$ cat src/hw/can_sic_defs.svh
// timing constants for the ringing-suppression transceiver and its controller
// assumes a 125 MHz reference clock on both ends
`ifndef CAN_SIC_DEFS_SVH
`define CAN_SIC_DEFS_SVH

`define CAN_CLK_NS            8
`define CAN_DTO_NS            1200000
`define CAN_DTO_CYCLES        (`CAN_DTO_NS / `CAN_CLK_NS)
`define CAN_PAS_REC_MIN_NS    420
`define CAN_PAS_REC_MAX_NS    530
`define CAN_ACT_REC_CYCLES    ((`CAN_PAS_REC_MIN_NS + `CAN_CLK_NS - 1) / `CAN_CLK_NS)
`define CAN_WAKE_FILT_CYCLES  63
`define CAN_MAX_DOM_BITS      11
`define CAN_BIT_CYCLES        16

`endif

$ cat src/hw/can_sic_pkg.sv
// types shared by both ends of the transceiver logic link
// assumes nothing beyond a SystemVerilog compiler
`default_nettype none
package can_sic_pkg;

   typedef enum logic {
      SIC_PASSIVE = 1'b0,
      SIC_ACTIVE  = 1'b1
   } sic_phase_e;

   typedef enum logic [2:0] {
      WAKE_IDLE = 3'h0,
      WAKE_DOM1 = 3'h1,
      WAKE_REC1 = 3'h3,
      WAKE_DOM2 = 3'h2,
      WAKE_DONE = 3'h6
   } wake_state_e;

endpackage : can_sic_pkg
`default_nettype wire

$ cat src/hw/can_sic_if.sv
// logic-side pins between protocol controller and transceiver
// assumes both ends share REF_CLK; rxd level is meaningful only while rxd_oe is high
`default_nettype none
interface can_sic_if;
   logic txd;
   logic stb;
   logic rxd;
   logic rxd_oe;

   modport ctrl (output txd, output stb, input rxd, input rxd_oe);
   modport xcvr (input txd, input stb, output rxd, output rxd_oe);
endinterface : can_sic_if
`default_nettype wire

$ cat src/hw/can_sic_xcvr.sv
// transceiver digital control: bus state mapping, dominant timeout, ringing suppression, standby wake
// assumes txd/stb and BUS_DOMINANT synchronous to REF_CLK; bus drivers are analog cells outside
//
// Notes on behaviour
// - txd low drives dominant; dominant gives rxd low
// - txd high leaves recessive; recessive gives rxd high
// - dominant timeout works only in normal mode
// - each txd falling edge starts timeout measurement
// - no rising edge in time disables driver
// - txd high re-enables driver, clears fault
// - receiver keeps mirroring bus during fault
// - controller bit rate keeps eleven dominants short
// - drive recessive low impedance after rising edge; the code skips this after a rising edge that ends a timeout fault
// - then passive recessive, driver high impedance
// - up to 8Mbps, rate independent behaviour
// - standby biases bus lines weakly to ground
// - wake in standby drives rxd low
// - controller returns to normal after wake
// - mode select may be tied to ground
// - rxd undriven until logic supply present
// - mode select high standby, low normal
// - standby rxd stays high until wake
// - passive phase starts 420 to 530 ns
// - wake is dom, rec, dom, rec filtered
`include "can_sic_defs.svh"
`default_nettype none
module can_sic_xcvr
   import can_sic_pkg::*;
#(
   parameter int DTO_CYCLES       = `CAN_DTO_CYCLES,
   parameter int ACT_REC_CYCLES   = `CAN_ACT_REC_CYCLES,
   parameter int WAKE_FILT_CYCLES = `CAN_WAKE_FILT_CYCLES
) (
   input  wire logic   REF_CLK,
   input  wire logic   RST_N,
   can_sic_if.xcvr     PINS,
   input  wire logic   LOGIC_SUPPLY_OK,
   input  wire logic   BUS_DOMINANT,
   output var  logic   DRIVE_DOMINANT,
   output var  logic   DRIVE_ACTIVE_REC,
   output var  logic   BIAS_MID,
   output var  logic   BIAS_GND,
   output var  logic   DTO_FAULT,
   output var  logic   WAKE_FLAG
);

   localparam int DTO_W  = $clog2(DTO_CYCLES + 1);
   localparam int ACT_W  = $clog2(ACT_REC_CYCLES + 1);
   localparam int FILT_W = $clog2(WAKE_FILT_CYCLES + 1);

   typedef struct packed {
      logic              txd_prev;
      logic              dto_run;
      logic [DTO_W-1:0]  dto_cnt;
      logic              dto_fault;
      sic_phase_e        sic;
      logic [ACT_W-1:0]  act_cnt;
      wake_state_e       wake;
      logic              bus_last;
      logic [FILT_W-1:0] run_cnt;
      logic [FILT_W-1:0] hold_cnt;
      logic              rxd_latched;
      logic              rxd;
      logic              rxd_oe;
      logic              drv_dom;
      logic              drv_act;
      logic              bias_mid;
      logic              bias_gnd;
   } xcvr_s;

   xcvr_s s;
   xcvr_s next_s;

   logic normal;
   logic txd_fall;
   logic txd_rise;
   logic filt_hit;
   logic filt_dom;
   logic filt_rec;

   always_comb begin
      next_s   = s;
      normal   = ~PINS.stb;
      txd_fall = s.txd_prev & ~PINS.txd;
      txd_rise = ~s.txd_prev & PINS.txd;
      next_s.txd_prev = PINS.txd;

      // dominant timeout supervisor
      if (!normal) begin
         next_s.dto_run   = 1'b0;
         next_s.dto_cnt   = '0;
         next_s.dto_fault = 1'b0;
      end else if (txd_fall) begin
         next_s.dto_run = 1'b1;
         next_s.dto_cnt = '0;
      end else if (PINS.txd) begin
         next_s.dto_run   = 1'b0;
         next_s.dto_fault = 1'b0;
      end else if (s.dto_run) begin
         if (s.dto_cnt == DTO_W'(DTO_CYCLES - 1)) begin
            next_s.dto_run   = 1'b0;
            next_s.dto_fault = 1'b1;
         end else begin
            next_s.dto_cnt = s.dto_cnt + DTO_W'(1);
         end
      end

      // ringing suppression after each rising edge that does not end a timeout fault, independent of bit rate
      if (!normal) begin
         next_s.sic     = SIC_PASSIVE;
         next_s.act_cnt = '0;
      end else if (txd_rise && !s.dto_fault) begin
         next_s.sic     = SIC_ACTIVE;
         next_s.act_cnt = ACT_W'(ACT_REC_CYCLES - 1);
      end else if (s.sic == SIC_ACTIVE) begin
         if (!PINS.txd || s.act_cnt == '0) begin
            next_s.sic = SIC_PASSIVE;
         end else begin
            next_s.act_cnt = s.act_cnt - ACT_W'(1);
         end
      end

      // bus drive and bias, registered
      next_s.drv_dom  = normal & ~PINS.txd & ~next_s.dto_fault;
      next_s.drv_act  = normal & PINS.txd & (next_s.sic == SIC_ACTIVE);
      next_s.bias_mid = normal;
      next_s.bias_gnd = ~normal;

      // wake pattern filter in standby
      next_s.bus_last = BUS_DOMINANT;
      filt_hit = 1'b0;
      if (BUS_DOMINANT != s.bus_last) begin
         next_s.run_cnt = '0;
      end else if (s.run_cnt != FILT_W'(WAKE_FILT_CYCLES - 1)) begin
         next_s.run_cnt = s.run_cnt + FILT_W'(1);
         filt_hit = (s.run_cnt == FILT_W'(WAKE_FILT_CYCLES - 2));
      end
      filt_dom = filt_hit & BUS_DOMINANT;
      filt_rec = filt_hit & ~BUS_DOMINANT;
      if (s.hold_cnt != '0) begin
         next_s.hold_cnt = s.hold_cnt - FILT_W'(1);
      end

      if (normal) begin
         next_s.wake        = WAKE_IDLE;
         next_s.hold_cnt    = '0;
         next_s.rxd_latched = 1'b0;
      end else begin
         unique case (s.wake)
            WAKE_IDLE: begin
               if (filt_dom) begin
                  next_s.wake = WAKE_DOM1;
               end
            end
            WAKE_DOM1: begin
               if (filt_rec) begin
                  next_s.wake = WAKE_REC1;
               end
            end
            WAKE_REC1: begin
               if (filt_dom) begin
                  next_s.wake = WAKE_DOM2;
               end
            end
            WAKE_DOM2: begin
               if (filt_rec) begin
                  next_s.wake     = WAKE_DONE;
                  next_s.hold_cnt = FILT_W'(WAKE_FILT_CYCLES);
               end
            end
            WAKE_DONE: begin
               if (BUS_DOMINANT) begin
                  next_s.rxd_latched = 1'b1;
               end
            end
            default: begin
               next_s.wake = WAKE_IDLE;
            end
         endcase
      end

      // receive pin
      if (normal) begin
         next_s.rxd = ~BUS_DOMINANT;
      end else begin
         next_s.rxd = ~((next_s.hold_cnt != '0) | next_s.rxd_latched);
      end
      next_s.rxd_oe = LOGIC_SUPPLY_OK;
   end

   always_ff @(posedge REF_CLK or negedge RST_N) begin
      if (!RST_N) begin
         s          <= '0;
         s.txd_prev <= 1'b1;
         s.wake     <= WAKE_IDLE;
         s.sic      <= SIC_PASSIVE;
         s.rxd      <= 1'b1;
         s.bias_gnd <= 1'b1;
      end else begin
         s <= next_s;
      end
   end

   assign PINS.rxd         = s.rxd;
   assign PINS.rxd_oe      = s.rxd_oe;
   assign DRIVE_DOMINANT   = s.drv_dom;
   assign DRIVE_ACTIVE_REC = s.drv_act;
   assign BIAS_MID         = s.bias_mid;
   assign BIAS_GND         = s.bias_gnd;
   assign DTO_FAULT        = s.dto_fault;
   assign WAKE_FLAG        = (s.wake == WAKE_DONE);

endmodule : can_sic_xcvr
`default_nettype wire

$ cat src/flat_wrapper.sv
// flat-port wrapper written by rule: the top's interface ports become plain ports
module can_sic_xcvr_flat import can_sic_pkg::*;
#(
   parameter int DTO_CYCLES       = `CAN_DTO_CYCLES,
   parameter int ACT_REC_CYCLES   = `CAN_ACT_REC_CYCLES,
   parameter int WAKE_FILT_CYCLES = `CAN_WAKE_FILT_CYCLES
)
  (REF_CLK, RST_N, LOGIC_SUPPLY_OK, BUS_DOMINANT, DRIVE_DOMINANT, DRIVE_ACTIVE_REC, BIAS_MID, BIAS_GND, DTO_FAULT, WAKE_FLAG, PINS_txd, PINS_stb, PINS_rxd, PINS_rxd_oe);
  can_sic_if PINS_i ();
  input  wire logic REF_CLK;
  input  wire logic RST_N;
  input  wire logic LOGIC_SUPPLY_OK;
  input  wire logic BUS_DOMINANT;
  output var  logic DRIVE_DOMINANT;
  output var  logic DRIVE_ACTIVE_REC;
  output var  logic BIAS_MID;
  output var  logic BIAS_GND;
  output var  logic DTO_FAULT;
  output var  logic WAKE_FLAG;
  input wire logic [$bits(PINS_i.txd)-1:0] PINS_txd;
  input wire logic [$bits(PINS_i.stb)-1:0] PINS_stb;
  output wire logic [$bits(PINS_i.rxd)-1:0] PINS_rxd;
  output wire logic [$bits(PINS_i.rxd_oe)-1:0] PINS_rxd_oe;
  assign PINS_i.txd = PINS_txd;
  assign PINS_i.stb = PINS_stb;
  assign PINS_rxd = PINS_i.rxd;
  assign PINS_rxd_oe = PINS_i.rxd_oe;
  can_sic_xcvr #(.DTO_CYCLES(DTO_CYCLES), .ACT_REC_CYCLES(ACT_REC_CYCLES), .WAKE_FILT_CYCLES(WAKE_FILT_CYCLES)) u_core (.REF_CLK(REF_CLK), .RST_N(RST_N), .PINS(PINS_i), .LOGIC_SUPPLY_OK(LOGIC_SUPPLY_OK), .BUS_DOMINANT(BUS_DOMINANT), .DRIVE_DOMINANT(DRIVE_DOMINANT), .DRIVE_ACTIVE_REC(DRIVE_ACTIVE_REC), .BIAS_MID(BIAS_MID), .BIAS_GND(BIAS_GND), .DTO_FAULT(DTO_FAULT), .WAKE_FLAG(WAKE_FLAG));
endmodule
$ cat config.mk
export PLATFORM = sky130hd
export DESIGN_NAME = can_sic_xcvr_flat
export DESIGN_NICKNAME = d
export VERILOG_FILES = /design/src/hw/can_sic_pkg.sv /design/src/hw/can_sic_if.sv /design/src/hw/can_sic_xcvr.sv /design/src/flat_wrapper.sv
export VERILOG_INCLUDE_DIRS = /design/src /design/src/hw
export SDC_FILE = /design/constraint.sdc
export NUM_CORES = 1
export LEC_CHECK = 0
export BUFFER_PORTS_ARGS = -buffer_cell sky130_fd_sc_hd__buf_2
export CORE_MARGIN = 1.5
export CORE_UTILIZATION = 30
export CTS_CLUSTER_SIZE = 16
export DETAILED_ROUTE_END_ITERATION = 6
export PLACE_DENSITY = 0.48
export SLEW_MARGIN = 20
export SYNTH_ARGS = -nofsm -noshare
export SYNTH_HDL_FRONTEND = slang
export SYNTH_SLANG_ARGS = --single-unit
$ cat constraint.sdc
create_clock -name REF_CLK -period 3.75 [get_ports REF_CLK]
set_input_delay 0.1875 -clock REF_CLK [delete_from_list [all_inputs] [get_ports REF_CLK]]
set_output_delay 0.1875 -clock REF_CLK [all_outputs]
set_load 0.005 [all_outputs]
---- Word level (Yosys, flattened, before mapping) ----
Index checks and enable logic that the tools add are counted.
W data, S select, Z words.
storage, ports and cells
  register bits ........................... 51
  bits in latches ......................... 0
  memory bits (writable) .................. 0
  memory bits (read-only) ................. 0
  input port bits ......................... 6
  output and inout bits ................... 8
  logic and storage cells ................. 98
  memories kept ........................... 0
operators by class
  $add $sub $neg .......................... 4
  multipliers ............................. 0
  div/mod/pow operators ................... 0
  magnitude comparators ................... 0
  eq/ne operators ......................... 16
  shifts and indexed selects .............. 0
  multiplexer cells ....................... 32
  bitwise gates (word level) .............. 15
  reductions and logical operators ........ 14
operators with widths
  kind                     count
  $mux W20                 2
  $mux W18                 2
  $mux W6                  6
  $mux W7                  4
  $mux W19                 1
  $add A18 B1 Y18 const B  1
  $eq A18 B18 Y1 const B   1
  $ne A3 B2 Y1 const B     6
  $mux W3                  5
  $pmux W3 S5              1
  $reduce_bool A6 Y1       2
  $sub A6 B1 Y6 const B    2
  $mux W1                  11
  $and A1 B1 Y1            8
  $add A6 B1 Y6 const B    1
  $eq A3 B2 Y1 const B     2
  $eq A6 B6 Y1 const B     1
  $logic_not A6 Y1         1
  $ne A6 B6 Y1 const B     1
  $not A1 Y1               6
  $reduce_bool A3 Y1       2
  $reduce_and A5 Y1        1
  $eq A3 B1 Y1 const B     1
  $eq A3 B3 Y1 const B     1
  11 further kinds         12

---- Depth between registers and ports, before layout ----
Gate-level depths: netlist (run 1).
  word-level depth ........................ 11
  gate-level depth with buffers ........... 9
  gate-level depth less buffers ........... 7

---- Worst setup path before layout (run 1) ----
Ideal clock, no wire load.
  kind .................................... register to register
  start ................................... register u_core.s[43] (netlist bit)
  end ..................................... register u_core.s[31] (netlist bit)
  setup time .............................. 125 ps
  arrival ................................. 2206 ps
  required time ........................... 3625 ps
  slack ................................... 1420 ps
  cell stages (with the launch flop) ...... 8
  path buffers ............................ 3
  path through ............................ dfrtp_1 > or4b_1 > or4_1 > buf_2 > o21ba_1 > buf_6 > buf_6 > mux2_2
between the ends
  cells in the longest elaborated chain, start to end .. 3
RTL lines
  element                      RTL line             text
  from (decl)                  can_sic_xcvr.sv:71   xcvr_s s;
  from (signal assigned)       can_sic_xcvr.sv:200  s <= next_s;
  $eq A18 B18 Y1               can_sic_xcvr.sv:100  if (s.dto_cnt == DTO_W'(DTO_CYCLES - 1)) begin
  $ne A3 B2 Y1 (no line)       --
  $reduce_and A3 Y1 (no line)  --
Every way passes these cells.
A chain may end at the register's enable or synchronous reset.

---- Worst setup path after layout (run 1) ----
  start ................................... register u_core.s[43] (netlist bit)
  end ..................................... register u_core.s[34] (netlist bit)
Same word-level chain as after synthesis.

==> flow_summary.toml, run 1 <==
[route]
drt-total-wl_um = 5480
drtPass1Iterations = 4
dr_total_vias = 2102
drc_errors = 0
final_antenna_net_count = 0
wl_per_cell_um = 13.7
drtIter0Drc = 80
vias_per_cell = 5.27

[placed_design]
portBuffers = 13
post_dp_cell_area_sq_um = 2790
place.gp.congestion = 0.759
dpl.hpwl_um = 3740
placedCellCount = 389

[synthesis]
synth_edf_count = 0
yosys_warnings = 0
synth_nets = 292
yosysUniqueCellTypes = 49
ys_seq_area_frac = 0.484
syn_area_per_cell_sq_um = 9.51
netlist_area_sq_um = 2640
ys.flop_type = "dfrtp_1"
ys_seq_elements = 51
async_reset_ff_frac = 1.00
synthCells = 278

[timing]
tns_ns = 0
period_minus_slack_ns = 2.69
hold_viol_final = 0
period_share = 0.718
max_freq_mhz = 371
setup_viol = 0
rsz0062_at_grt = "false"
maxSlewHeadroom = 0.302
whs_ns = 0.0375
finalClockSkew_ns = 0.0137
tightest_slew_ns = 1.03
finalMaxSlewViolations = 0

[floorplanning]
io_pins = 14
initial_core_util = 0.306
core_region_area_sq_um = 8640
dieArea_sq_um = 9380
die_h_um = 96.9
fp-row-count = 34
die_width_um = 96.9

[cts]
clockBufferDepth = 2
cts_tree = "yes"
root_buffer = "clkbuf_8"
cts.sinks = 51
cts_buffers = 5
insertion_delay_ns = 0.31
htreeDepth = 2
clk_pin_slew_ns = 0.10

[power]
ir_drop_v = 0.000148
leakagePower_nw = 1.21
powerDensity_nw_per_um2 = 452

[worst_setup_path]
worstPathRequired_ns = 3.94
end_kind = "register"
cp_max_fo = 28
critPathKind = "register to register"
slowest_stage = "or4_1"
slowest_delay_ns = 0.63
worstPathArrival_ns = 2.88
startpoint_type = "register"
crit_chain = "or4b_1 -> or4_1 -> o21ba_1 -> a41oi_1 -> a31oi_1"

[global_route]
grt_usage = 0.122
grt_start_max_net_pins = 31
grt_pass1_wl_um = 9550
grt_overflow_total = 0
antenna_found_initial = 0
grt_pass1_vias = 2002

[job]
timing.max_cap.violations = 0

[layout]
drive_above_1_share = 0.0962
design_area_sq_um = 2910
finalNonFillerCells = 399
nNetsFinal = 304
syn_to_final_growth_pct = 9.89
num_antenna_cells = 0

[worst_hold_path]
hold_path_class = "input pin to register"

[run_status]
outcome = "finished clean"
-- state kept, by name (all words and copies together), names as in the netlist --
| signal | flops |
|---|---|
| u_core.BIAS_GND | 1 |
| u_core.BIAS_MID | 1 |
| u_core.DRIVE_ACTIVE_REC | 1 |
| u_core.DRIVE_DOMINANT | 1 |
| u_core.DTO_FAULT | 1 |
| u_core.PINS.rxd | 1 |
| u_core.PINS.rxd_oe | 1 |
| u_core.s | 44 |
-- cell type report --
type                       instances  area, sq um
clock buffer                       6         82.6
clock inverter                     2         13.8
fill                             895         5730
inverter                          15         56.3
multi-input combinational        201         1240
sequential                        51         1280
tap                              108          135
timing repair buffer              16         92.6
-- per-stage QoR --
stage | utilization | total power, mW | setup WS [ns]
2_1_floorplan | - | 0.904 | 1.42
3_3_place_gp | 0.323 | 0.977 | 1.10
3_5_place_dp | 0.323 | 0.979 | 1.08
4_1_cts | 0.336 | 1.33 | 1.08
5_1_grt | 0.336 | 1.40 | 0.858
6_report | 0.336 | 1.31 | 1.06
-- power by group --
group / internal, mW / leakage [nW] / switching [mW]
clock: 0.151 / 0.0516 / 0.193
combinational: 0.150 / 0.471 / 0.167
sequential: 0.596 / 0.682 / 0.0546
-- cell families after synthesis --
| logic type | synth area share |
|---|---|
| compound gates | 0.178 |
| buf+inv | 0.0450 |
| flops | 0.484 |
| simple gates | 0.195 |
| xor+xnor | 0.0364 |
| mux | 0.0237 |
| fa+ha+maj | 0.0379 |
-- layer usage --
metal / GRT usage / vias up / part of all wire
li1: - / 1038 / -
met1: 0.169 / 1031 / 0.50
met2: 0.190 / 21 / 0.46
met3: 0.0202 / 12 / 0.021
met4: 0.0457 / 0 / 0.020
met5: 0 / - / 0
-- synth_stat cells, drive strengths merged (2+ instances only) --
cell,count,area [sq um]
inv,15,56.3
nor4,4,25.0
nor2b,3,18.8
mux2,2,22.5
o21ai,15,75.1
and2,2,12.5
a21oi,28,140
and4,2,17.5
mux2i,4,40.0
nand3,15,75.1
or4b,3,30.0
ha,8,100
dfstp,3,78.8
dfrtp,48,1200
and3,4,25.0
xor2,4,35.0
a41oi,3,26.3
a31oi,15,93.8
clkbuf,6,22.5
or4,2,15.0
nor3,8,40.0
nand4,6,37.5
or3,3,18.8
a211oi,4,30.0
nand2,21,78.8
nor2,21,78.8
xnor2,7,61.3
buf,5,40.0
-- layout by cell type (no fill, tap or decap), types with 2 or more instances in the layout --
cell and instances:
clkbuf_8 6, and4_1 2, or4_1 2, xnor2_1 7
buf_2 13, nand4_1 6, and2_1 2, dfstp_2 3
inv_1 15, a21oi_1 28, nor2_1 21, dlygate4sd3_1 2
nor3_1 8, nand2_1 21, dfrtp_1 48, o21ai_0 13
or3_1 3, mux2_2 2, o21ai_1 2, or4b_1 2
a31oi_1 15, ha_1 8, nor2b_1 3, mux2i_1 4
nor4_1 4, a211oi_1 4, and3_1 4, nand3_1 15
xor2_1 4, a41oi_1 3
-- worst paths after layout --
check	start	endpoint	slack, ns	depth (start not counted)
min in group asynchronous	RST_N	u_core.PINS.rxd_oe	0.45	2
max in group asynchronous	RST_N	u_core.BIAS_GND	2.48	3
setup / recovery	u_core.s[43]	u_core.s[34]	1.06	5
hold / removal	PINS_txd	u_core.s[50]	0.04	1
hold reg to reg	u_core.s[22]	u_core.s[20]	0.49	1
setup reg to reg	u_core.s[43]	u_core.s[34]	1.06	5
-- critical path: cells and delay by family, from the launching register on --
family | cells | cell delay, ns
DFF | 1 | 0.44
and+or+nand+nor | 2 | 1.17
AOI/OAI and AO/OA | 3 | 0.98
-- what timing repair did --
action                                 CTS  global route
endpoints found under the hold margin   30             0
setup buffers                            0             0
gates resized for setup                  0             0
hold buffers                             2             0
Note: power is estimated with default switching activity, not from simulation.
==> run 2: changes to the inputs <==
ABC_AREA = 1   (was unset)
clock period = 2.5 ns   (was 3.75 ns; I/O delays follow)
==> flow_summary.toml, run 2 <==
[worst_setup_path]
reg2regPathDepth = 12
reg2reg_to = "u_core.s[21]"
startpoint_type = "register"
end_kind = "register"
cp_max_fo = 4
r2r_setup_slack_ns = 0.63
critPathKind = "register to register"
reg2reg_from = "u_core.s[13]"
worstPathArrival_ns = 2.08
worstPathRequired_ns = 2.71

[synthesis]
syn_area_per_cell_sq_um = 7.52
netlist_area_sq_um = 2930
synth_common_cells = "nand2_1, dfrtp_1, nor2_1"
synth_edf_count = 0
ys_seq_area_frac = 0.436
synth_nets = 404
yosysUniqueCellTypes = 34
synth_top_area_frac = 0.409
yosys_warnings = 0
async_reset_ff_frac = 1.00
ys.flop_type = "dfrtp_1"
synth.most_common_cell = "nand2_1"
yosys-top-cells-area = "dfrtp_1, nand2_1, nand3_1"
ys_seq_elements = 51
synth_top_area_cell = "dfrtp_1"
synthCells = 390

[route]
drtPass1Iterations = 4
wl_per_cell_um = 11.5
drtIter0Drc = 108
drc_errors = 0
drt-total-wl_um = 6200
vias_per_cell = 4.53
final_antenna_net_count = 0
dr_total_vias = 2452

[layout]
num_antenna_cells = 0
drive_above_1_share = 0.0922
largest_register = "u_core.s"
seq_area_sq_um = 1280
fillers = 1020
multi_input_area_sq_um = 1450
syn_to_final_growth_pct = 12.4
final_common_cell = "nand2_1"
largest_reg_flops = 44
nNetsFinal = 425
mostFrequentLayoutCells = "nand2_1, dfrtp_1, nor2_1"

[floorplanning]
core_region_area_sq_um = 9370
initial_core_util = 0.313
io_pins = 14
fp-row-count = 35
die_width_um = 102
dieArea_sq_um = 10400
die_h_um = 102

[cts]
insertion_delay_ns = 0.31
htreeDepth = 2
cts.sinks = 51
postCtsSetupRepairBufs = 0
clk_pin_slew_ns = 0.10
clockBufferDepth = 2
cts_tree = "yes"
root_buffer = "clkbuf_8"
cts_buffers = 5

[timing]
whs_ns = 0.0921
period_share = 0.749
setup_ws_ns = 0.628
setup_viol = 0
maxSlewHeadroom = 0.647
period_minus_slack_ns = 1.87
finalClockSkew_ns = 0.0197
hold_viol_final = 0
tightest_slew_ns = 0.530
rsz0062_at_grt = "false"
finalMaxSlewViolations = 0
max_freq_mhz = 534
tns_ns = 0

[job]
timing.max_cap.violations = 0

[placed_design]
place_worst_setup_slack_ns = 0.610
place.gp.congestion = 0.800
portBuffers = 13
dpl.hpwl_um = 4460

[worst_hold_path]
min_to = "u_core.BIAS_GND"
hold_path_class = "input pin to register"
hold_depth = 1
min_from = "PINS_stb"

[run_status]
outcome = "finished clean"

[power]
powerDensity_nw_per_um2 = 637
power_mw = 2.10
leakagePower_nw = 1.61
ir_drop_v = 0.000287

[global_route]
grt_start_max_net_pins = 22
antenna_found_initial = 0
grt_usage = 0.131
grt_overflow_total = 0
grt_pass1_wl_um = 10900
grt_pass1_vias = 2280
-- run 2: cell count changes after synthesis, sizes merged, moves of 6 or more --
cell | previous run | this run
inv | 15 | 46
nand2 | 21 | 114
xor2 | 4 | 10
nand3 | 15 | 46
a21oi | 28 | 9
nor2 | 21 | 51
a31oi | 15 | 3
-- run 2: metal layers --
| metal | global-route usage | share of wire | vias up |
|---|---|---|---|
| li1 | - | - | 1283 |
| met4 | 0.0316 | 0.010 | 0 |
| met2 | 0.202 | 0.44 | 20 |
| met5 | 0 | 0 | - |
| met1 | 0.188 | 0.53 | 1143 |
| met3 | 0.0267 | 0.022 | 6 |
-- run 2: through the flow --
stage	instance area, sq um	cells	utilization
floorplan	2930	390	-
global placement	3150	529	0.336
detailed placement	3150	529	0.336
CTS	3300	541	0.352
global route	3300	541	0.352
finish	3300	541	0.352
-- run 2: layout make-up --
class,count,area share
repair buffers,20,0.0387
clock buffers,6,0.0220
clock inverters,2,0.0114
multi-input cells,287,0.438
well taps,129,0.0490
flip-flops and latches,51,0.388
inverters,46,0.0524
-- run 2: report_power, final --
group          switching (mW)  internal (mW)  total (mW)
logic                   0.349          0.203       0.552
clock network           0.292          0.299       0.591
registers              0.0548          0.902       0.957
-- run 2: critical path: stages (launching register included) --
cell,delay [ns]
dfrtp_1,0.41
inv_1,0.09
ha_1,0.19
inv_1,0.09
nand2_1,0.07
nor3_1,0.35
nand2_1,0.15
nand2_1,0.09
nand3_1,0.06
nand2_1,0.13
nand2_1,0.06
nand2_1,0.06
nand2_1,0.04
-- run 2: how the worst max path moves through the flow --
| stage | startpoint | endpoint | slack [ns] | depth (start not counted) |
|---|---|---|---|---|
| floorplan | u_core.s[13] | u_core.s[21] | 0.91 | 12 |
| detailed placement | u_core.s[13] | u_core.s[21] | 0.61 | 12 |
| CTS | u_core.s[13] | u_core.s[21] | 0.61 | 12 |
| global placement | u_core.s[13] | u_core.s[21] | 0.67 | 12 |
| global route | u_core.s[13] | u_core.s[21] | 0.44 | 12 |
| finish | u_core.s[13] | u_core.s[21] | 0.63 | 12 |
-- run 2: kinds of logic after synthesis --
family / share of synthesized area
simple gates: 0.349
buf+inv: 0.0712
flops: 0.436
compound gates: 0.0648
xor+xnor: 0.0448
fa+ha+maj: 0.0341
-- run 2: timing repair --
| action | in CTS | in global routing |
|---|---|---|
| endpoints found under the hold margin | 22 | 0 |
| gates resized for setup | 0 | 0 |
| hold buffers | 4 | 0 |
==> run 3: changes to the inputs <==
ABC_AREA = 0   (was 1)
PLACE_DENSITY = 0.5   (was 0.48)
clock period = 1.6 ns   (was 2.5 ns; I/O delays follow)
==> flow_summary.toml, run 3 (synthesis results as in run 1) <==
[placed_design]
post_dp_cell_area_sq_um = 3300
portBuffers = 13
place.gp.congestion = 0.748
dpl.hpwl_um = 4260
place_worst_setup_slack_ns = -0.629

[global_route]
grt_pass1_vias = 2382
antenna_found_initial = 0
grt_pass1_wl_um = 11000
grt_overflow_total = 0
grt_start_max_net_pins = 36
grtUsageMet3 = 0.0253
met1_usage = 0.188
grt-busiest-layer = "met2"
grtUsageMet2 = 0.237
grt_usage = 0.143

[power]
power.internal_mw = 2.48
powerDensity_nw_per_um2 = 995
power.share.clock = 0.212
leakagePower_nw = 1.59
seqPwrFrac = 0.396
p_switching_mw = 1.22
switching_share = 0.330
combPwrFrac = 0.392
ir_drop_v = 0.000435

[layout]
multi_input_area_sq_um = 1510
final_util = 0.431
fillers = 880
syn_to_final_growth_pct = 40.9
mostFrequentLayoutCells = "buf_4, dfrtp_1, a21oi_1"
largest_reg_flops = 44
nNetsFinal = 374
seq_area_sq_um = 1280
drive_above_1_share = 0.380
largest_register = "u_core.s"
design_area_sq_um = 3730
num_antenna_cells = 0
final_common_cell = "buf_4"

[cts]
insertion_delay_ns = 0.31
clk_pin_slew_ns = 0.10
root_buffer = "clkbuf_8"
cts_tree = "yes"
cts.sinks = 51
htreeDepth = 2
cts_buffers = 5
clockBufferDepth = 2

[worst_setup_path]
cpLargestDelayFamily = "simple AND/OR/NAND/NOR gates"
worstPathArrival_ns = 2.38
end_kind = "register"
worstPathRequired_ns = 1.80
crit_chain = "or4b_1 -> or4_4 -> o21ba_4 -> mux2_2"
startpoint_type = "register"
critPathKind = "register to register"
slowest_stage = "or4_4"
cp_num_buf_inv = 0
cp_max_fo = 14
slowest_delay_ns = 0.57

[floorplanning]
fp-row-count = 34
io_pins = 14
die_width_um = 96.9
dieArea_sq_um = 9380
core_region_area_sq_um = 8640
die_h_um = 96.9
initial_core_util = 0.306

[run_status]
outcome = "finished with violations"
violations = "setup timing"

[timing]
tns_ns = -12.17
tightest_slew_ns = 0.492
hold_viol_final = 0
rsz0062_at_grt = "true"
max_freq_mhz = 460
period_minus_slack_ns = 2.17
finalClockSkew_ns = 0.00776
finalMaxSlewViolations = 0
setup_viol = 30
maxSlewHeadroom = 0.671
period_share = 1.36
setup_ws_ns = -0.574

[route]
final_antenna_net_count = 0
drt-total-wl_um = 6500
drtPass1Iterations = 4
drtIter0Drc = 110
drc_errors = 0
dr_total_vias = 2390
vias_per_cell = 5.10
wl_per_cell_um = 13.9

[job]
timing.max_cap.violations = 0

[worst_hold_path]
hold_path_class = "input pin to register"
run 3: changes by cell type in the layout (fill, tap and decap cells not counted), moves of 5 or more:
cell | before | now
a21oi_1 | 8 | 20
a21oi_2 | 0 | 8
a31oi_1 | 3 | 14
buf_4 | 3 | 60
buf_6 | 0 | 7
inv_1 | 45 | 13
nand2_1 | 111 | 19
nand3_1 | 45 | 15
nor2_1 | 47 | 17
o21ai_0 | 14 | 8
o21ai_1 | 0 | 5
xor2_1 | 10 | 4
run 3: worst paths after layout:
kind	startpoint	endpoint	slack, ns	cells past startpoint
max	u_core.s[44]	u_core.s[31]	-0.57	4
min	PINS_stb	u_core.PINS.rxd	0.04	2
max reg2reg	u_core.s[44]	u_core.s[31]	-0.57	4
min reg2reg	u_core.s[22]	u_core.s[20]	0.50	1
max in group asynchronous	RST_N	u_core.PINS.rxd	0.78	3
min in group asynchronous	RST_N	u_core.s[35]	0.22	2
run 3: per-stage QoR:
stage	instances	power (mW)	hold WS [ns]
4_1_cts	468	3.63	0.0186
3_5_place_dp	449	2.65	0.0419
6_report	469	3.71	0.0428
2_1_floorplan	278	2.23	-0.216
3_3_place_gp	449	2.64	0.0432
5_1_grt	469	3.96	0.0390
run 3: worst register-to-register path, stage by stage (launching register included):
cell and delay [ns]:
dfrtp_1 0.39, or4b_1 0.54, or4_4 0.57, o21ba_4 0.29
mux2_2 0.28
run 3: cell type report:
| cell class | count | share of cell area |
|---|---|---|
| clock inverter | 3 | 0.00638 |
| clock buffer | 5 | 0.0185 |
| inverter | 15 | 0.0151 |
| multi-input combinational | 202 | 0.405 |
| timing repair buffer | 85 | 0.176 |
| tap | 108 | 0.0363 |
| sequential | 51 | 0.344 |
run 3: what timing repair did:
action                     4_1_cts  5_1_grt
hold endpoints to repair        18        0
setup endpoints to repair       33       38
resized for setup               30       23
buffers inserted                 8        2
hold buffers                     4        0
pin swaps                       14       16
gates cloned                     1        0
run 3: metal layers:
metal | vias up | share of wire
met4 | 0 | 0.012
met5 | - | 0
met2 | 18 | 0.48
met1 | 1181 | 0.49
li1 | 1185 | -
met3 | 6 | 0.020
run 3: power groups by stage:
stage	logic [mW]	registers, mW	clock network (mW)
detailed placement	1.17	1.49	0
CTS	1.35	1.46	0.824
global route	1.60	1.48	0.872
floorplan	0.715	1.51	0
finish	1.45	1.47	0.785
global placement	1.16	1.48	0
